$ cat config.mk
export PLATFORM = sky130hd
export DESIGN_NAME = csc_regs
export DESIGN_NICKNAME = d
export VERILOG_FILES = /design/src/rtl/csc_pkg.sv /design/src/rtl/csc_inv_if.sv /design/src/rtl/csc_regs.sv /design/src/rtl/csc_sat_flag.sv /design/src/rtl/csc_inv_seq.sv
export VERILOG_INCLUDE_DIRS = /design/src /design/src/rtl
export SDC_FILE = /design/constraint.sdc
export NUM_CORES = 1
export LEC_CHECK = 0
export BUFFER_PORTS_ARGS = -buffer_cell sky130_fd_sc_hd__buf_2
export CAP_MARGIN = 10
export CORE_AREA = 2 2 84 86
export DETAILED_ROUTE_END_ITERATION = 10
export DIE_AREA = 0 0 86 88
export GPL_TIMING_DRIVEN = 0
export PLACE_DENSITY = 0.78
export SLEW_MARGIN = 5
export SYNTH_ARGS = -nofsm -noshare
export SYNTH_HDL_FRONTEND = slang
export SYNTH_HIERARCHICAL = 1
export SYNTH_SLANG_ARGS = --single-unit
$ cat constraint.sdc
create_clock -name clk -period 1.8 [get_ports clk]
set_input_delay 0.36 -clock clk [delete_from_list [all_inputs] [get_ports clk]]
set_output_delay 0.36 -clock clk [all_outputs]
set_load 0.05 [all_outputs]
$ cat src/rtl/csc_defs.svh
// Functional notes
// top byte holds processor id, next byte silicon revision; read only
// power-down request field bits 15:10 always reads back as zero
// code 001001 enters state one (enabled wake), 010001 state one (any wake)
// codes 011010 and 011100 enter states two and three; reset exits only
// saturation flag bit 9 set by units, cleared only by control writes
// unit set beats control-write clear in the same cycle
// saturation flag shows set one full cycle after the saturating operation
// a saturating op whose condition is false leaves the flag alone
// bit 8 reads endian mode: 0 big, 1 little, little by default
// program cache mode bits 7:5, codes 000 and 010 enable, others reserved
// data cache mode bits 4:2, codes 000 and 010 enable, others reserved
// taking an interrupt copies global enable into previous enable; resets 0
// global enable bit 0 gates maskable interrupts; resets to 0
// cache config bit 31 picks L2 arbitration winner; resets to 0
// cache config bits 30:10 and 7:3 read only; writes ignored
// writing 1 to bit 9 invalidates all program cache lines
// writing 1 to bit 8 invalidates all data cache lines
// L2 mode bits 2:0 pick 0, 1, 2, 3 or 4 cache ways; others reserved
// every enabled cache way takes 16K from the 64K SRAM
// an invalidate bit returns to 0 once its invalidation completes
// global enable gates lines 4 to 15 only; lines 0 and 1 unmasked
`ifndef CSC_DEFS_SVH
`define CSC_DEFS_SVH

`define CSC_SEL_CONTROL_STATUS 1'h0
`define CSC_SEL_CACHE_CONFIG   1'h1

`define CSC_CS_POWER_HI     15
`define CSC_CS_POWER_LO     10
`define CSC_CS_SATURATE     9
`define CSC_CS_PROG_MODE_HI 7
`define CSC_CS_PROG_MODE_LO 5
`define CSC_CS_DATA_MODE_HI 4
`define CSC_CS_DATA_MODE_LO 2
`define CSC_CS_PREV_ENABLE  1
`define CSC_CS_INT_ENABLE   0

`define CSC_CC_PRIORITY  31
`define CSC_CC_RSV_HI_HI 30
`define CSC_CC_RSV_HI_LO 10
`define CSC_CC_INV_PROG  9
`define CSC_CC_INV_DATA  8
`define CSC_CC_RSV_LO_HI 7
`define CSC_CC_RSV_LO_LO 3
`define CSC_CC_L2_HI     2
`define CSC_CC_L2_LO     0

`define CSC_POWER_NONE     6'h00
`define CSC_POWER_ONE_EN   6'h09
`define CSC_POWER_ONE_ANY  6'h11
`define CSC_POWER_TWO      6'h1a
`define CSC_POWER_THREE    6'h1c

`define CSC_CACHE_ON_A     3'h0
`define CSC_CACHE_ON_B     3'h2
`define CSC_L2_ALL_SRAM    3'h0
`define CSC_L2_THREE_WAY   3'h3
`define CSC_L2_FOUR_WAY    3'h7
`define CSC_L2_TOTAL_KB    7'h40
`define CSC_L2_WAY_SHIFT   4

`define CSC_RST_CACHE_MODE 3'h0
`define CSC_RST_L2_MODE    3'h0
`define CSC_RST_ENDIAN     1'h1
`define CSC_NMI_LINE       1
`define CSC_FIRST_MASKABLE 4
`define CSC_STRAP_SETTLE   2'h2

`define CSC_INV_DATA       0
`define CSC_INV_PROG       1

`endif

$ cat src/rtl/csc_pkg.sv
package csc_pkg;
	typedef enum logic [2:0] {
		power_run,
		power_one_enabled,
		power_one_any,
		power_two,
		power_three
	} csc_power_state_type;
endpackage

$ cat src/rtl/csc_inv_if.sv
interface csc_inv_if;
	logic [1:0] start;
	logic [1:0] pending;
	modport regs (output start, input pending);
	modport seq (input start, output pending);
endinterface

$ cat src/rtl/csc_regs.sv
`include "csc_defs.svh"

module csc_regs #(
	parameter logic [7:0] PROCESSOR_IDENTIFIER   = 8'h5a, // arbitrary value
	parameter logic [7:0] SILICON_REVISION_FIELD = 8'h01, // arbitrary value
	parameter int         NUM_INT_LINES          = 16
) (
	input  wire logic                     clk,
	input  wire logic                     reset_n,
	input  wire logic                     ctl_wr_en,
	input  wire logic                     ctl_rd_en,
	input  wire logic                     ctl_sel,
	input  wire logic [31:0]              ctl_wdata,
	output logic      [31:0]              ctl_rdata,
	output logic                          ctl_rvalid,
	input  wire logic                     unit_saturate,
	input  wire logic                     unit_cond_true,
	input  wire logic                     interrupt_taken,
	input  wire logic [NUM_INT_LINES-1:0] int_request,
	output logic      [NUM_INT_LINES-1:0] int_masked,
	input  wire logic                     endian_strap,
	output logic                          endian_little,
	output logic                          saturation_flag,
	output logic                          global_interrupt_enable,
	output logic                          previous_interrupt_enable,
	output logic      [2:0]               program_cache_mode,
	output logic      [2:0]               data_cache_mode,
	output logic                          low_power_state_one,
	output logic                          low_power_state_two,
	output logic                          low_power_state_three,
	output logic                          l2_priority_crossbar,
	output logic      [2:0]               l2_split_mode,
	output logic      [6:0]               l2_cache_kbytes,
	output logic      [6:0]               l2_sram_kbytes,
	input  wire logic [1:0]               invalidate_done,
	output logic      [1:0]               invalidate_req
);
	if (NUM_INT_LINES < `CSC_FIRST_MASKABLE + 1 || NUM_INT_LINES > 32) begin : gen_bad
		$error("NUM_INT_LINES must lie between 5 and 32");
	end

	function automatic logic cache_mode_ok(input logic [2:0] m);
		cache_mode_ok = (m == `CSC_CACHE_ON_A) || (m == `CSC_CACHE_ON_B);
	endfunction

	function automatic logic l2_mode_ok(input logic [2:0] m);
		l2_mode_ok = (m <= `CSC_L2_THREE_WAY) || (m == `CSC_L2_FOUR_WAY);
	endfunction

	function automatic logic [6:0] l2_cache_kb(input logic [2:0] m);
		logic [2:0] ways;
		ways = (m == `CSC_L2_FOUR_WAY) ? 3'h4 : m;
		l2_cache_kb = 7'(ways) << `CSC_L2_WAY_SHIFT;
	endfunction

	logic                               cs_write;
	logic                               cc_write;
	logic [5:0]                         wr_power_code;
	logic                               saturation_clear;
	logic                               strap_meta;
	logic                               strap_sync;
	logic [1:0]                         strap_count;
	logic                               strap_taken;
	logic                               wake_enabled;
	logic                               wake_any;
	csc_pkg::csc_power_state_type       power_state;
	csc_pkg::csc_power_state_type       next_power_state;
	csc_inv_if                          inv ();

	assign cs_write         = ctl_wr_en && (ctl_sel == `CSC_SEL_CONTROL_STATUS);
	assign cc_write         = ctl_wr_en && (ctl_sel == `CSC_SEL_CACHE_CONFIG);
	assign wr_power_code    = ctl_wdata[`CSC_CS_POWER_HI:`CSC_CS_POWER_LO];
	assign saturation_clear = cs_write && !ctl_wdata[`CSC_CS_SATURATE];

	csc_saturation_flag u_saturation (
		.clk            (clk),
		.reset_n        (reset_n),
		.unit_saturate  (unit_saturate),
		.unit_cond_true (unit_cond_true),
		.clear          (saturation_clear),
		.flag           (saturation_flag)
	);

	// invalidate bits cannot be aborted by writing 0 while a sweep runs
	assign inv.start[`CSC_INV_PROG] = cc_write && ctl_wdata[`CSC_CC_INV_PROG];
	assign inv.start[`CSC_INV_DATA] = cc_write && ctl_wdata[`CSC_CC_INV_DATA];

	csc_inv_seq u_inv (
		.clk     (clk),
		.reset_n (reset_n),
		.inv     (inv.seq),
		.done    (invalidate_done),
		.req     (invalidate_req)
	);

	// endian strap: two-flop sync, then latched once the sync has settled
	always_ff @(posedge clk) begin
		if (!reset_n) begin
			strap_meta <= 1'b0;
			strap_sync <= 1'b0;
		end else begin
			strap_meta <= endian_strap;
			strap_sync <= strap_meta;
		end
	end

	always_ff @(posedge clk) begin
		if (!reset_n) begin
			strap_count   <= 2'h0;
			strap_taken   <= 1'b0;
			endian_little <= `CSC_RST_ENDIAN;
		end else if (!strap_taken) begin
			if (strap_count == `CSC_STRAP_SETTLE) begin
				strap_taken   <= 1'b1;
				endian_little <= strap_sync;
			end else begin
				strap_count <= strap_count + 2'h1;
			end
		end
	end

	// interrupt enables
	always_ff @(posedge clk) begin
		if (!reset_n) begin
			global_interrupt_enable   <= 1'b0;
			previous_interrupt_enable <= 1'b0;
		end else begin
			if (cs_write) begin
				global_interrupt_enable <= ctl_wdata[`CSC_CS_INT_ENABLE];
			end
			if (interrupt_taken) begin
				previous_interrupt_enable <= global_interrupt_enable;
			end else if (cs_write) begin
				previous_interrupt_enable <= ctl_wdata[`CSC_CS_PREV_ENABLE];
			end
		end
	end

	// lines 2 and 3 are reserved and never forwarded
	for (genvar g = 0; g < NUM_INT_LINES; g++) begin : gen_mask
		always_ff @(posedge clk) begin
			if (!reset_n) begin
				int_masked[g] <= 1'b0;
			end else if (g <= `CSC_NMI_LINE) begin
				int_masked[g] <= int_request[g];
			end else if (g < `CSC_FIRST_MASKABLE) begin
				int_masked[g] <= 1'b0;
			end else begin
				int_masked[g] <= int_request[g] & global_interrupt_enable;
			end
		end
	end

	// cache modes: a reserved code is dropped and the field keeps its value
	always_ff @(posedge clk) begin
		if (!reset_n) begin
			program_cache_mode <= `CSC_RST_CACHE_MODE;
			data_cache_mode    <= `CSC_RST_CACHE_MODE;
		end else if (cs_write) begin
			if (cache_mode_ok(ctl_wdata[`CSC_CS_PROG_MODE_HI:`CSC_CS_PROG_MODE_LO])) begin
				program_cache_mode <= ctl_wdata[`CSC_CS_PROG_MODE_HI:`CSC_CS_PROG_MODE_LO];
			end
			if (cache_mode_ok(ctl_wdata[`CSC_CS_DATA_MODE_HI:`CSC_CS_DATA_MODE_LO])) begin
				data_cache_mode <= ctl_wdata[`CSC_CS_DATA_MODE_HI:`CSC_CS_DATA_MODE_LO];
			end
		end
	end

	// power-down
	assign wake_enabled = int_request[`CSC_NMI_LINE] ||
		(global_interrupt_enable && |int_request[NUM_INT_LINES-1:`CSC_FIRST_MASKABLE]);
	assign wake_any     = |int_request;

	always_comb begin
		next_power_state = power_state;
		case (power_state)
			csc_pkg::power_run: begin
				if (cs_write) begin
					if (wr_power_code == `CSC_POWER_ONE_EN) begin
						next_power_state = csc_pkg::power_one_enabled;
					end else if (wr_power_code == `CSC_POWER_ONE_ANY) begin
						next_power_state = csc_pkg::power_one_any;
					end else if (wr_power_code == `CSC_POWER_TWO) begin
						next_power_state = csc_pkg::power_two;
					end else if (wr_power_code == `CSC_POWER_THREE) begin
						next_power_state = csc_pkg::power_three;
					end
				end
			end
			csc_pkg::power_one_enabled: begin
				if (wake_enabled) begin
					next_power_state = csc_pkg::power_run;
				end
			end
			csc_pkg::power_one_any: begin
				if (wake_any) begin
					next_power_state = csc_pkg::power_run;
				end
			end
			default: begin
				next_power_state = power_state;
			end
		endcase
	end

	always_ff @(posedge clk) begin
		if (!reset_n) begin
			power_state           <= csc_pkg::power_run;
			low_power_state_one   <= 1'b0;
			low_power_state_two   <= 1'b0;
			low_power_state_three <= 1'b0;
		end else begin
			power_state           <= next_power_state;
			low_power_state_one   <= (next_power_state == csc_pkg::power_one_enabled) ||
				(next_power_state == csc_pkg::power_one_any);
			low_power_state_two   <= (next_power_state == csc_pkg::power_two);
			low_power_state_three <= (next_power_state == csc_pkg::power_three);
		end
	end

	// cache configuration
	always_ff @(posedge clk) begin
		if (!reset_n) begin
			l2_priority_crossbar <= 1'b0;
		end else if (cc_write) begin
			l2_priority_crossbar <= ctl_wdata[`CSC_CC_PRIORITY];
		end
	end

	always_ff @(posedge clk) begin
		if (!reset_n) begin
			l2_split_mode   <= `CSC_RST_L2_MODE;
			l2_cache_kbytes <= 7'h00;
			l2_sram_kbytes  <= `CSC_L2_TOTAL_KB;
		end else if (cc_write && l2_mode_ok(ctl_wdata[`CSC_CC_L2_HI:`CSC_CC_L2_LO])) begin
			l2_split_mode   <= ctl_wdata[`CSC_CC_L2_HI:`CSC_CC_L2_LO];
			l2_cache_kbytes <= l2_cache_kb(ctl_wdata[`CSC_CC_L2_HI:`CSC_CC_L2_LO]);
			l2_sram_kbytes  <= `CSC_L2_TOTAL_KB -
				l2_cache_kb(ctl_wdata[`CSC_CC_L2_HI:`CSC_CC_L2_LO]);
		end
	end

	// read port: one-cycle latency, reserved fields read as zero
	always_ff @(posedge clk) begin
		if (!reset_n) begin
			ctl_rdata  <= 32'h0000_0000;
			ctl_rvalid <= 1'b0;
		end else begin
			ctl_rvalid <= ctl_rd_en;
			if (ctl_rd_en && ctl_sel == `CSC_SEL_CONTROL_STATUS) begin
				ctl_rdata <= {PROCESSOR_IDENTIFIER, SILICON_REVISION_FIELD,
					6'h00, saturation_flag, endian_little,
					program_cache_mode, data_cache_mode,
					previous_interrupt_enable, global_interrupt_enable};
			end else if (ctl_rd_en) begin
				ctl_rdata <= {l2_priority_crossbar, 21'h00_0000,
					inv.pending[`CSC_INV_PROG], inv.pending[`CSC_INV_DATA],
					5'h00, l2_split_mode};
			end
		end
	end
endmodule

$ cat src/rtl/csc_sat_flag.sv
module csc_saturation_flag (
	input  wire logic clk,
	input  wire logic reset_n,
	input  wire logic unit_saturate,
	input  wire logic unit_cond_true,
	input  wire logic clear,
	output logic      flag
);
	logic pending;

	// one delay slot: the op is registered here before the flag moves
	always_ff @(posedge clk) begin
		if (!reset_n) begin
			pending <= 1'b0;
		end else begin
			pending <= unit_saturate & unit_cond_true;
		end
	end

	always_ff @(posedge clk) begin
		if (!reset_n) begin
			flag <= 1'b0;
		end else if (pending) begin
			flag <= 1'b1;
		end else if (clear) begin
			flag <= 1'b0;
		end
	end
endmodule

$ cat src/rtl/csc_inv_seq.sv
module csc_inv_seq (
	input  wire logic       clk,
	input  wire logic       reset_n,
	csc_inv_if.seq          inv,
	input  wire logic [1:0] done,
	output logic      [1:0] req
);
	assign inv.pending = req;

	// one tracker per cache; a new start in the done cycle restarts the sweep
	for (genvar g = 0; g < 2; g++) begin : gen_inv
		always_ff @(posedge clk) begin
			if (!reset_n) begin
				req[g] <= 1'b0;
			end else if (inv.start[g]) begin
				req[g] <= 1'b1;
			end else if (done[g]) begin
				req[g] <= 1'b0;
			end
		end

	end
endmodule

### Yosys cells after proc, flatten, opt, wreduce, memory -nomap -nowiden

Index checks and enable logic that the tools add are counted.

| storage, ports and cells | value |
|---|---|
| memories kept | 0 |
| output and inout bits | 82 |
| memory bits (read-only) | 0 |
| bits in writable memories | 0 |
| word-level logic and storage cells | 122 |
| latch bits | 0 |
| register bits after elaboration | 69 |
| input port bits | 59 |

| cells by class | value |
|---|---|
| multiply operators | 0 |
| $lt $le $gt $ge | 1 |
| $add $sub $neg | 2 |
| bitwise operators | 17 |
| shift-type cells | 0 |
| mux-type cells | 21 |
| reductions and logical operators | 29 |
| eq/ne operators | 14 |
| divide/modulo/power cells | 0 |

Operators with widths:

| kind | count |
|---|---|
| $mux 31 | 2 |
| $mux 3 | 8 |
| $eq 6x5->1 const B | 3 |
| $reduce_or 16->1 | 1 |
| $eq 3x2->1 const B | 5 |
| $and 1x1->1 | 13 |
| $reduce_or 12->1 | 1 |
| $mux 1 | 10 |
| $reduce_bool 2->1 | 5 |
| $logic_not 3->1 | 3 |
| $pmux 3 s3 | 1 |
| $logic_and 1x1->1 | 8 |
| $reduce_and 2->1 | 4 |
| $sub 7x7->7 const A | 1 |
| $eq 3x1->1 const B | 2 |
| $eq 3x3->1 const B | 2 |
| $eq 6x4->1 const B | 1 |
| $logic_or 1x1->1 | 5 |
| $not 1->1 | 4 |
| $le 3x2->1 const B | 1 |
| $add 2x1->2 const B | 1 |
| $eq 2x2->1 const B | 1 |
| $reduce_or 2->1 | 1 |
| $logic_not 1->1 | 1 |

### Logic depth before layout (Yosys ltp)

Gate-level depths: netlist of the first run.

| depth | value |
|---|---|
| depth after elaboration | 9 |
| gate-level depth with buffers | 7 |
| mapped depth without buffers | 5 |

### Modules after synthesis

Netlist of the first run, hierarchy kept.

Modules (own cells, without submodules):

| module | sequential area each (um^2) | area each (um^2) | cells each | times used |
|---|---|---|---|---|
| csc_regs | 1,121.1 | 2,406.1 | 252 | 1 |
| csc_inv_seq | 40.0 | 97.6 | 8 | 1 |
| csc_saturation_flag | 40.0 | 67.6 | 5 | 1 |

### Worst setup path before layout of the first run

No wires, ideal clock.

| timing path | value |
|---|---|
| kind | register -> register |
| start point | reg global_interrupt_enable |
| end point | reg low_power_state_one |
| library setup time | 0.115 ns |
| path buffers | 0 |
| period minus slack after synthesis | 1.502 ns |
| setup slack | 0.298 ns |
| required time | 1.685 ns |
| arrival time | 1.387 ns |
| cell stages (with the launch flop) | 6 |
| cell sequence | dfxtp_1 > nor2_1 > o31ai_1 > o211ai_2 > xnor2_1 > nor2_1 |

| between the ends | value |
|---|---|
| longest elaborated chain between the ends | 6 |
| elaborated cells on any way between the ends | 7 |
| classes of those cells | eq/ne (2); mux (2); reduce/logical (3) |

Ends and longest elaborated chain:

| item | RTL line | text |
|---|---|---|
| start: declaration | csc_regs.sv:24 | `output logic global_interrupt_enable,` |
| start signal: assignment | csc_regs.sv:129 | `` global_interrupt_enable <= ctl_wdata[`CSC_CS_INT_ENABLE]; `` |
| $logic_and 1x1->1 * | csc_regs.sv:171 | `` (global_interrupt_enable && \|int_request[NUM_INT_LINES-1:`CSC_FIRST_MASKABLE]); `` |
| $logic_or 1x1->1 * | csc_regs.sv:170 | `` assign wake_enabled = int_request[`CSC_NMI_LINE] \|\| `` |
| $mux 3 * | csc_regs.sv:191 | `if (wake_enabled) begin` |
| $pmux 3 s3 * | csc_regs.sv:176 | `case (power_state)` |
| $eq 3x1->1 / $eq 3x2->1 (equally long branches) | csc_regs.sv:214, csc_regs.sv:215 |  |
| $logic_or 1x1->1 * | csc_regs.sv:214 | `low_power_state_one <= (next_power_state == csc_pkg::power_one_enabled) \|\|` |
| end signal: assignment | csc_regs.sv:214 |  |
| end: declaration | csc_regs.sv:28 | `output logic low_power_state_one,` |

Every way passes the cells marked *; elsewhere a longest branch is shown, timed or not.
A chain may end at the register's enable or synchronous reset.

### Final worst setup path of the first run

| timing path | value |
|---|---|
| start point | in ctl_sel |
| end point | reg program_cache_mode[1] |

| between the ends | value |
|---|---|
| longest elaborated chain between the ends | 3 |

Ends and longest elaborated chain:

| item | RTL line | text |
|---|---|---|
| start: declaration | csc_regs.sv:12 | `input wire logic ctl_sel,` |
| $not 1->1 (no line) | - |  |
| $logic_and 1x1->1 | csc_regs.sv:70 | `` assign cs_write = ctl_wr_en && (ctl_sel == `CSC_SEL_CONTROL_STATUS); `` |
| $reduce_and 2->1 (no line) | - |  |
| end signal: assignment | csc_regs.sv:157 | `` program_cache_mode <= `CSC_RST_CACHE_MODE; `` |
| end signal: assignment | csc_regs.sv:161 | `` program_cache_mode <= ctl_wdata[`CSC_CS_PROG_MODE_HI:`CSC_CS_PROG_MODE_LO]; `` |
| end: declaration | csc_regs.sv:26 | `output logic [2:0] program_cache_mode,` |

No other way between the ends.

==> results by group, run 1 <==
Route
  • Routed wire length per instance: 12.5 µm
  • Total DRC errors in the routed layout: 0
  • Detailed Route Iter0 Violations: 64
  • Total via count in the routed design: about 2100
  • Detailed-router iteration count before antenna repair: 4
  • Via-per-instance ratio: roughly 4.4
  • Routed WL: around 6.0 mm
  • Routed Antenna Nets: 0

Logic synthesis
  • Cell area after synthesis: 2570 µm²
  • Post-synthesis async set-or-reset flop share: 0%
  • Yosys synthesis warning count: 6
  • Gate Count Post-Synth: between 200 and 300
  • Post-synth cell types: 42
  • Most instantiated flip-flop cell in the synthesis netlist: dfxtp_1
  • Average cell area after synthesis: approximately 9.7 µm²
  • Number of synthesized register bits: 60
  • Register area share after synthesis: 46.7%
  • Number of enable flip-flop cells after synthesis: 0

STA
  • Fin Clk Skew: approximately 0.0057 ns
  • Final setup vio count: 0
  • Actual slew at the worst max-slew pin: 0.506 ns
  • Tcrit/Tclk final: 83.1%
  • Max_slew headroom: roughly 66%
  • Hold Vio Cnt, Final: 0
  • Final Max Tran Viols: 0
  • Setup slack after layout: between 0.3 and 0.4 ns
  • Setup repair after global routing missed its margin: false
  • Peak clock frequency supported by timing: between 600 and 700 MHz
  • Final min period: 1.50 ns
  • Final Hold Slack: between 0.2 and 0.25 ns

Clock tree
  • Clock Sinks: 60
  • Number of buffers inserted by post-CTS setup repair: 0
  • Number of gates resized after CTS: 0
  • Total CTS buffers: 9
  • Max clock buf depth: 2
  • CTS tree: yes
  • Level count of the clock H-tree: 3
  • Clock tree root buffer cell: clkbuf_8
  • Clk_lat worst skew: ~0.33 ns
  • Hold bufs inserted after CTS: 0
  • Post-CTS clock slew at the launch and capture registers of the worst setup and hold paths: ~0.06 ns

Layout
  • Filler cell count: around 650
  • Post-route core utilization: between 50% and 60%
  • Post-layout net count: 460
  • Area used by multi-input combinational logic: approximately 1100 µm²
  • Area occupied by registers: around 1200 µm²
  • Fraction of final layout cells with drive strength greater than 1: 38.5%
  • Post-synthesis to final-layout area growth: 34.5%
  • Final antenna diode count: 0

Status
  • Result of the run: complete, no violations

Placed design
  • Post-DP HPWL: about 4.7 mm
  • Final RePlAce weighted congestion: 0.815
  • Quantity of I/O buffers inserted on ports: between 90 and 100
  • Worst setup slack before clock tree synthesis: -0.0831 ns

Worst setup path
  • Largest fanout on the critical path: 10
  • Required time worst endpoint: ~2.0 ns
  • Worst Setup Start Kind: input pin
  • Data arrival time of the worst path: ~1.7 ns
  • Classification of the worst setup path: input pin to flop
  • Critical path endpoint category: flop

Global routing
  • GRT Overall Usage: between 10% and 20%
  • Number of antenna violations at the first check in global routing: 0
  • Global-route wire length before repair: ~9.4 mm
  • Pin count of the biggest net entering global routing: 11
  • Vias in the first global route: 2010
  • Overflow after GRT: 0

Power
  • Post-route total power: 0.00333 W
  • Leakage power figure: between 1.5 and 2 nW
  • Power Density: approximately 960 nW/µm²
  • Peak VDD IR: 408 µV

Floorplanning
  • Floorplan core area: about 6600 µm²
  • Die extent in x: 86 µm
  • Io pins: 141
  • Die outline area: between 7000 and 8000 µm²
  • # rows: 30
  • Die boundary height: slightly below 90 µm
  • Initial Utilization: approximately two fifths

Worst hold path
  • Type of the tightest min-delay check: input pin to flop

Run
  • # Max-Cap Violations: 0
-- worst paths after layout --
path | slack (ns) | to | cells past startpoint | startpoint
max | 0.30 | program_cache_mode[1] | 6 | ctl_sel
min | 0.24 | strap_meta | 2 | endian_strap
max reg2reg | 0.40 | low_power_state_one | 5 | power_state[0]
min reg2reg | 0.44 | strap_sync | 1 | strap_meta
-- synth_stat cells (2+ instances only) --
library cell / n / area (µm²)
dfxtp_1: 60 / 1200
buf_4: 33 / 248
nand2_1: 26 / 97.6
and2_1: 15 / 93.8
and3_1: 15 / 93.8
mux2i_1: 13 / 130
clkbuf_1: 11 / 41.3
nor2b_1: 9 / 56.3
inv_1: 7 / 26.3
nor2_1: 7 / 26.3
o211a_1: 7 / 70.1
and3b_1: 5 / 43.8
o22ai_1: 5 / 31.3
a21boi_0: 4 / 30.0
nor3b_1: 4 / 30.0
o21ai_0: 4 / 20.0
nand3_1: 3 / 15.0
nor2b_4: 3 / 41.3
nor3_1: 3 / 15.0
o21a_1: 3 / 22.5
buf_2: 2 / 10.0
ha_1: 2 / 25.0
nand2b_1: 2 / 12.5
nor4_1: 2 / 12.5
o211ai_2: 2 / 25.0
xnor2_1: 2 / 17.5
-- cells in the final DEF (no fill, tap or decap), types with 9 or more instances in the layout --
master    count
nor2b_1       9
mux2i_1      13
dfxtp_1      60
clkbuf_8     12
conb_1       26
buf_4        33
and3_1       15
nand2_1      26
and2_1       15
clkbuf_1     13
buf_2       100
-- kinds of logic after synthesis --
family | Yosys count | synth area share (%)
and+or+nand+nor | 103 | 24.4
AOI/OAI and AO/OA | 31 | 9.39
buffers and inverters | 53 | 12.7
muxes | 13 | 5.06
adders and majority gates | 2 | 0.973
other | 1 | 0.146
DFF | 60 | 46.7
xor gates and xnor gates | 2 | 0.681
-- worst max-delay path, cell delays in order --
cell,delay [ns]
buf_2,0.11
buf_2,0.20
nand2b_1,0.33
nor3_1,0.42
mux2i_1,0.24
nor2b_1,0.06
-- power by group --
group / switching, W / internal, W / total [W]
Combinational: 0.000451 / 0.000224 / 0.000675
Sequential: 0.0000353 / 0.00139 / 0.00143
Clock: 0.000474 / 0.000747 / 0.00122
-- stage by stage --
stage | cell area [µm²] | instances | TNS, ns
CTS | 3460 | 483 | 0
finish | 3460 | 483 | 0
global route | 3460 | 483 | 0
floorplan | 2670 | 290 | 0
global placement | 3260 | 468 | -0.0475
detailed placement | 3260 | 468 | -0.0838
-- layout make-up --
cell class	instances	share of cell area [%]
Sequential cell	60	34.7
Multi-Input combinational cell	177	32.9
Timing Repair Buffer	98	14.2
Buffer	46	8.65
Clock buffer	14	4.99
Tap cell	80	2.89
Clock inverter	1	0.868
Inverter	7	0.760
-- layer usage --
layer  vias to the layer above  wire length (µm)  global-route usage, %
li1                       1108                 -                      -
met1                       947              2640                   19.5
met2                        84              2760                   25.5
met3                        10               522                   6.41
met4                         0                98                   6.78
met5                         -                 0                      0
-- state kept, by name, summed over array words and instances, names as in the netlist --
name	cells
u_saturation/flag	1
low_power_state_one	1
l2_sram_kbytes	2
ctl_rdata	12
data_cache_mode	3
previous_interrupt_enable	1
int_masked	14
strap_sync	1
l2_cache_kbytes	3
ctl_rvalid	1
u_saturation/pending	1
u_inv/inv.pending	2
endian_little	1
low_power_state_three	1
l2_priority_crossbar	1
strap_count	2
global_interrupt_enable	1
strap_meta	1
power_state	3
program_cache_mode	3
l2_split_mode	3
low_power_state_two	1
strap_taken	1
Power figures use the tool's default switching activity.
==> inputs of run 2 (changes only) <==
ABC_AREA = 1   (was not set)
PLACE_DENSITY = 0.82   (was 0.78)
clock period = 1.3 ns   (was 1.8 ns; I/O delays follow)
==> run 2 against run 1 <==
Sequential power up 40%. Combinational power rose by 48%. Clock power rose by 59%. Critical path depth decreased by 4. Power increased by 48%. Via count grew 15%. Non-clock buffer count is 3 lower. Routed wire length up 4.7%. Design area up 5.0%. Clock skew increased by 0.00062 ns. Area after synthesis up 1.8%. Synthesized cell count is 31% higher. Highest routed layer unchanged.
==> results by group, run 2 <==
Status
  • Result of the run: complete, no violations (unchanged)

Worst setup path
  • Cell family with most CP delay: flip-flops (was simple AND/OR/NAND/NOR gates)
  • Worst path cell trace: buf_4 -> buf_4 (was buf_2 -> buf_2 -> nand2b_1 -> nor3_1 -> mux2i_1 -> nor2b_1)
  • Largest fanout on the critical path: 3 (was 10)
  • Classification of the worst setup path: flop to primary output (was input pin to flop)
  • CP max-delay cell: dfxtp_1 (was nor3_1)
  • Required time worst endpoint: 1.04 ns (was 2.02 ns)
  • Critical path endpoint category: primary output (was flop)
  • Cell seen most often among critical-path stages: buf_4 (was buf_2)
  • Data arrival time of the worst path: 0.98 ns (was 1.71 ns)
  • Maximum cell stage delay along the critical path: 0.36 ns (was 0.42 ns)
  • Worst Path Buf+Inv: 2 (unchanged)
  • Worst Setup Start Kind: flop (was input pin)

Floorplanning
  • Die boundary height: 88 µm (unchanged)
  • Die outline area: 7570 µm² (unchanged)
  • # rows: 30 (unchanged)
  • Initial Utilization: 39.4% (was 38.7%)
  • Io pins: 141 (unchanged)
  • Floorplan core area: 6640 µm² (unchanged)
  • Die extent in x: 86 µm (unchanged)

Logic synthesis
  • Post-Synth Adder-Cell Area: 0.956% (was 0.973%)
  • Number of enable flip-flop cells after synthesis: 0 (unchanged)
  • Most instantiated flip-flop cell in the synthesis netlist: dfxtp_1 (unchanged)
  • Average cell area after synthesis: 7.54 µm² (was 9.70 µm²)
  • Cell area after synthesis: 2620 µm² (was 2570 µm²)
  • Yosys synthesis warning count: 6 (unchanged)
  • Area share of xor/xnor cells in the synthesized design: 0.669% (was 0.681%)
  • Most common cell in the synthesized netlist: inv_1 (was dfxtp_1)
  • Cell types occupying the most area after synthesis: dfxtp_1, buf_4, inv_1 (was dfxtp_1, buf_4, mux2i_1)
  • Post-synth cell types: 31 (was 42)
  • Biggest area consumer among synthesized cells: dfxtp_1 (unchanged)
  • Synthesized-area fraction occupied by and/or/nand/nor cells: 20.3% (was 24.4%)
  • Combinational family with the most area after synthesis: simple AND/OR/NAND/NOR gates (unchanged)
  • Post-synthesis async set-or-reset flop share: 0% (unchanged)
  • Fraction of synthesized cell area taken by the top area cell type: 45.9% (was 46.7%)
  • Number of synthesized register bits: 60 (unchanged)
  • Register area share after synthesis: 45.9% (was 46.7%)
  • Most instantiated cells after synthesis: inv_1, dfxtp_1, nor2_1, nand2_1, buf_4 (was dfxtp_1, buf_4, nand2_1, and2_1, and3_1)
  • Gate Count Post-Synth: 347 (was 265)
  • Post-synthesis compound-gate area fraction: 12.2% (was 9.39%)
  • Share of synthesized area spent on multiplexers: 0% (was 5.06%)

Power
  • Proportion of power drawn by flip-flops and latches: 40.4% (was 43.0%)
  • Relative contribution of combinational cells to total power: 20.3% (about the same)
  • Power share of the clock group: 39.3% (was 36.7%)
  • Power Density: 1360 nW/µm² (was 962 nW/µm²)
  • Net switching fraction of the power: 29.7% (was 28.9%)
  • Internal power summed over all cells: 0.00347 W (was 0.00237 W)
  • Net switching power: 0.00147 W (was 0.000961 W)
  • Leakage power figure: 2.01 nW (was 1.87 nW)
  • Peak VDD IR: 670 µV (was 408 µV)

Placed design
  • Quantity of I/O buffers inserted on ports: 99 (was 98)
  • Final RePlAce weighted congestion: 0.838 (was 0.815)
  • Cell total after placement: 551 (was 468)
  • Post-DP HPWL: 4.83 mm (was 4.71 mm)
  • Post-Place Cell Area: 3310 µm² (was 3260 µm²)

STA
  • Fin Clk Skew: 0.00635 ns (was 0.00573 ns)
  • Actual slew at the worst max-slew pin: 0.519 ns (was 0.506 ns)
  • Final Max Tran Viols: 0 (unchanged)
  • Max_slew headroom: 65.4% (was 66.3%)
  • Tcrit/Tclk final: between 90 and 100%
  • Final setup vio count: 0 (unchanged)
  • Peak clock frequency supported by timing: ~800 MHz
  • Final min period: approximately 1.2 ns
  • Hold Vio Cnt, Final: 0 (unchanged)

Layout
  • Post-synthesis to final-layout area growth: 38.8% (was 34.5%)
  • Top Registers: int_masked x14, ctl_rdata x12 (unchanged)
  • Fraction of final layout cells with drive strength greater than 1: 35.6% (was 38.5%)
  • Max FFs per register: 14 (unchanged)
  • Post-layout net count: 545 (was 460)
  • Final std cell area, no fill: 3630 µm² (was 3460 µm²)
  • Final antenna diode count: 0 (unchanged)
  • Top reg by flops: int_masked (unchanged)
  • Leading cell type in the layout, fill and taps excluded: buf_2 (unchanged)
  • Post-route insts no fill: 569 (was 483)
  • Most used cells in the layout excluding fill and tap cells: buf_2, inv_1, dfxtp_1, nor2_1, nand2_1 (was buf_2, dfxtp_1, buf_4, nand2_1, conb_1)

Global routing
  • GRT Overall Usage: 16.3% (was 16.1%)
  • Vias in the first global route: 2216 (was 2010)
  • Global-route wire length before repair: 9.65 mm (was 9.38 mm)
  • Number of antenna violations at the first check in global routing: 0 (unchanged)
  • Overflow after GRT: 0 (unchanged)
  • Pin count of the biggest net entering global routing: 11 (unchanged)

Route
  • Via-per-instance ratio: 4.35 (was 4.45)
  • Routed WL: 6.31 mm (was 6.02 mm)
  • Detailed Route Iter0 Violations: 90 (was 64)
  • Total DRC errors in the routed layout: 0 (unchanged)
  • Total via count in the routed design: 2473 (was 2149)
  • Detailed-router iteration count before antenna repair: 4 (unchanged)
  • Routed Antenna Nets: 0 (unchanged)
  • Routed wire length per instance: 11.1 µm (was 12.5 µm)

Clock tree
  • Clock Sinks: 60 (unchanged)
  • Level count of the clock H-tree: 3 (unchanged)
  • Max clock buf depth: 2 (unchanged)
  • Hold bufs inserted after CTS: 0 (unchanged)
  • Clk_lat worst skew: 0.33 ns (about the same)
  • Clock tree root buffer cell: clkbuf_8 (unchanged)
  • Post-CTS clock slew at the launch and capture registers of the worst setup and hold paths: 0.06 ns (about the same)
  • CTS tree: yes (unchanged)
  • Total CTS buffers: 9 (unchanged)

Worst hold path
  • Type of the tightest min-delay check: input pin to flop (unchanged)

Run
  • # Max-Cap Violations: 0 (unchanged)
run 2: cell count changes after synthesis, moves of 14 or more:
cell,previous run,this run
nand2_1,26,43
o21ai_0,4,18
inv_1,7,63
and3_1,15,0
and2_1,15,0
nor2_1,7,48
a21oi_1,1,22
run 2: cells by family after synthesis:
group,Yosys count
adders and majority gates,2
AOI/OAI and AO/OA,55
xor gates and xnor gates,2
buffers and inverters,105
and+or+nand+nor,122
DFF,60
other,1
run 2: worst reg2reg max path: cells and delay by family (launching register included):
family | cells | cell delay, ns
AO/OA/AOI/OAI | 1 | 0.15
AND/OR/NAND/NOR | 5 | 0.48
flip-flops | 1 | 0.35
buffers and inverters | 2 | 0.17
run 2: power by group through the flow:
stage | sequential, W | combinational [W] | clock [W]
floorplan | 0.00224 | 0.000546 | 0
global placement | 0.00203 | 0.000960 | 0
detailed placement | 0.00204 | 0.000981 | 0
CTS | 0.00200 | 0.000991 | 0.00197
global route | 0.00201 | 0.00108 | 0.00208
finish | 0.00200 | 0.00100 | 0.00194
run 2: cell type report:
type	count	area, µm²
fill	632	3010
sequential	60	1210
multi-input combinational	207	1030
timing repair buffer	101	543
buffer	40	275
inverter	65	244
clock buffer	13	169
tap	80	100
clock inverter	3	67.6
run 2: metal layers:
layer,vias up,GRT usage (%),part of all wire (%)
met4,0,5.77,1.0
met3,6,4.81,9.0
li1,1290,-,-
met5,-,0,0
met1,1065,19.2,42
met2,112,28.4,47
run 2: worst paths after layout:
check,startpoint,end,slack (ns),cells past startpoint
setup / recovery,u_inv/inv.pending[1],invalidate_req[1],0.06,2
hold / removal,endian_strap,strap_meta,0.12,3
setup reg to reg,power_state[1],low_power_state_one,0.06,8
hold reg to reg,strap_meta,strap_sync,0.42,2
run 2: what timing repair did:
action / in CTS / in global routing
setup endpoints to repair: 10 / 9
setup buffers: 0 / 2
gates resized for setup: 9 / 18
pin swaps: 0 / 6
run 2: stage by stage:
step | setup WS, ns | util (%) | hold slack [ns] | power, W | TNS [ns]
finish | 0.0574 | 54.7 | 0.119 | 0.00494 | 0
global route | -0.0235 | 54.7 | 0.110 | 0.00516 | -0.0639
CTS | 0.0224 | 53.7 | 0.107 | 0.00496 | 0
detailed placement | -0.137 | 49.8 | 0.404 | 0.00302 | -1.62
global placement | -0.125 | 49.8 | 0.396 | 0.00299 | -1.43
floorplan | 0.0674 | - | 0.353 | 0.00278 | 0
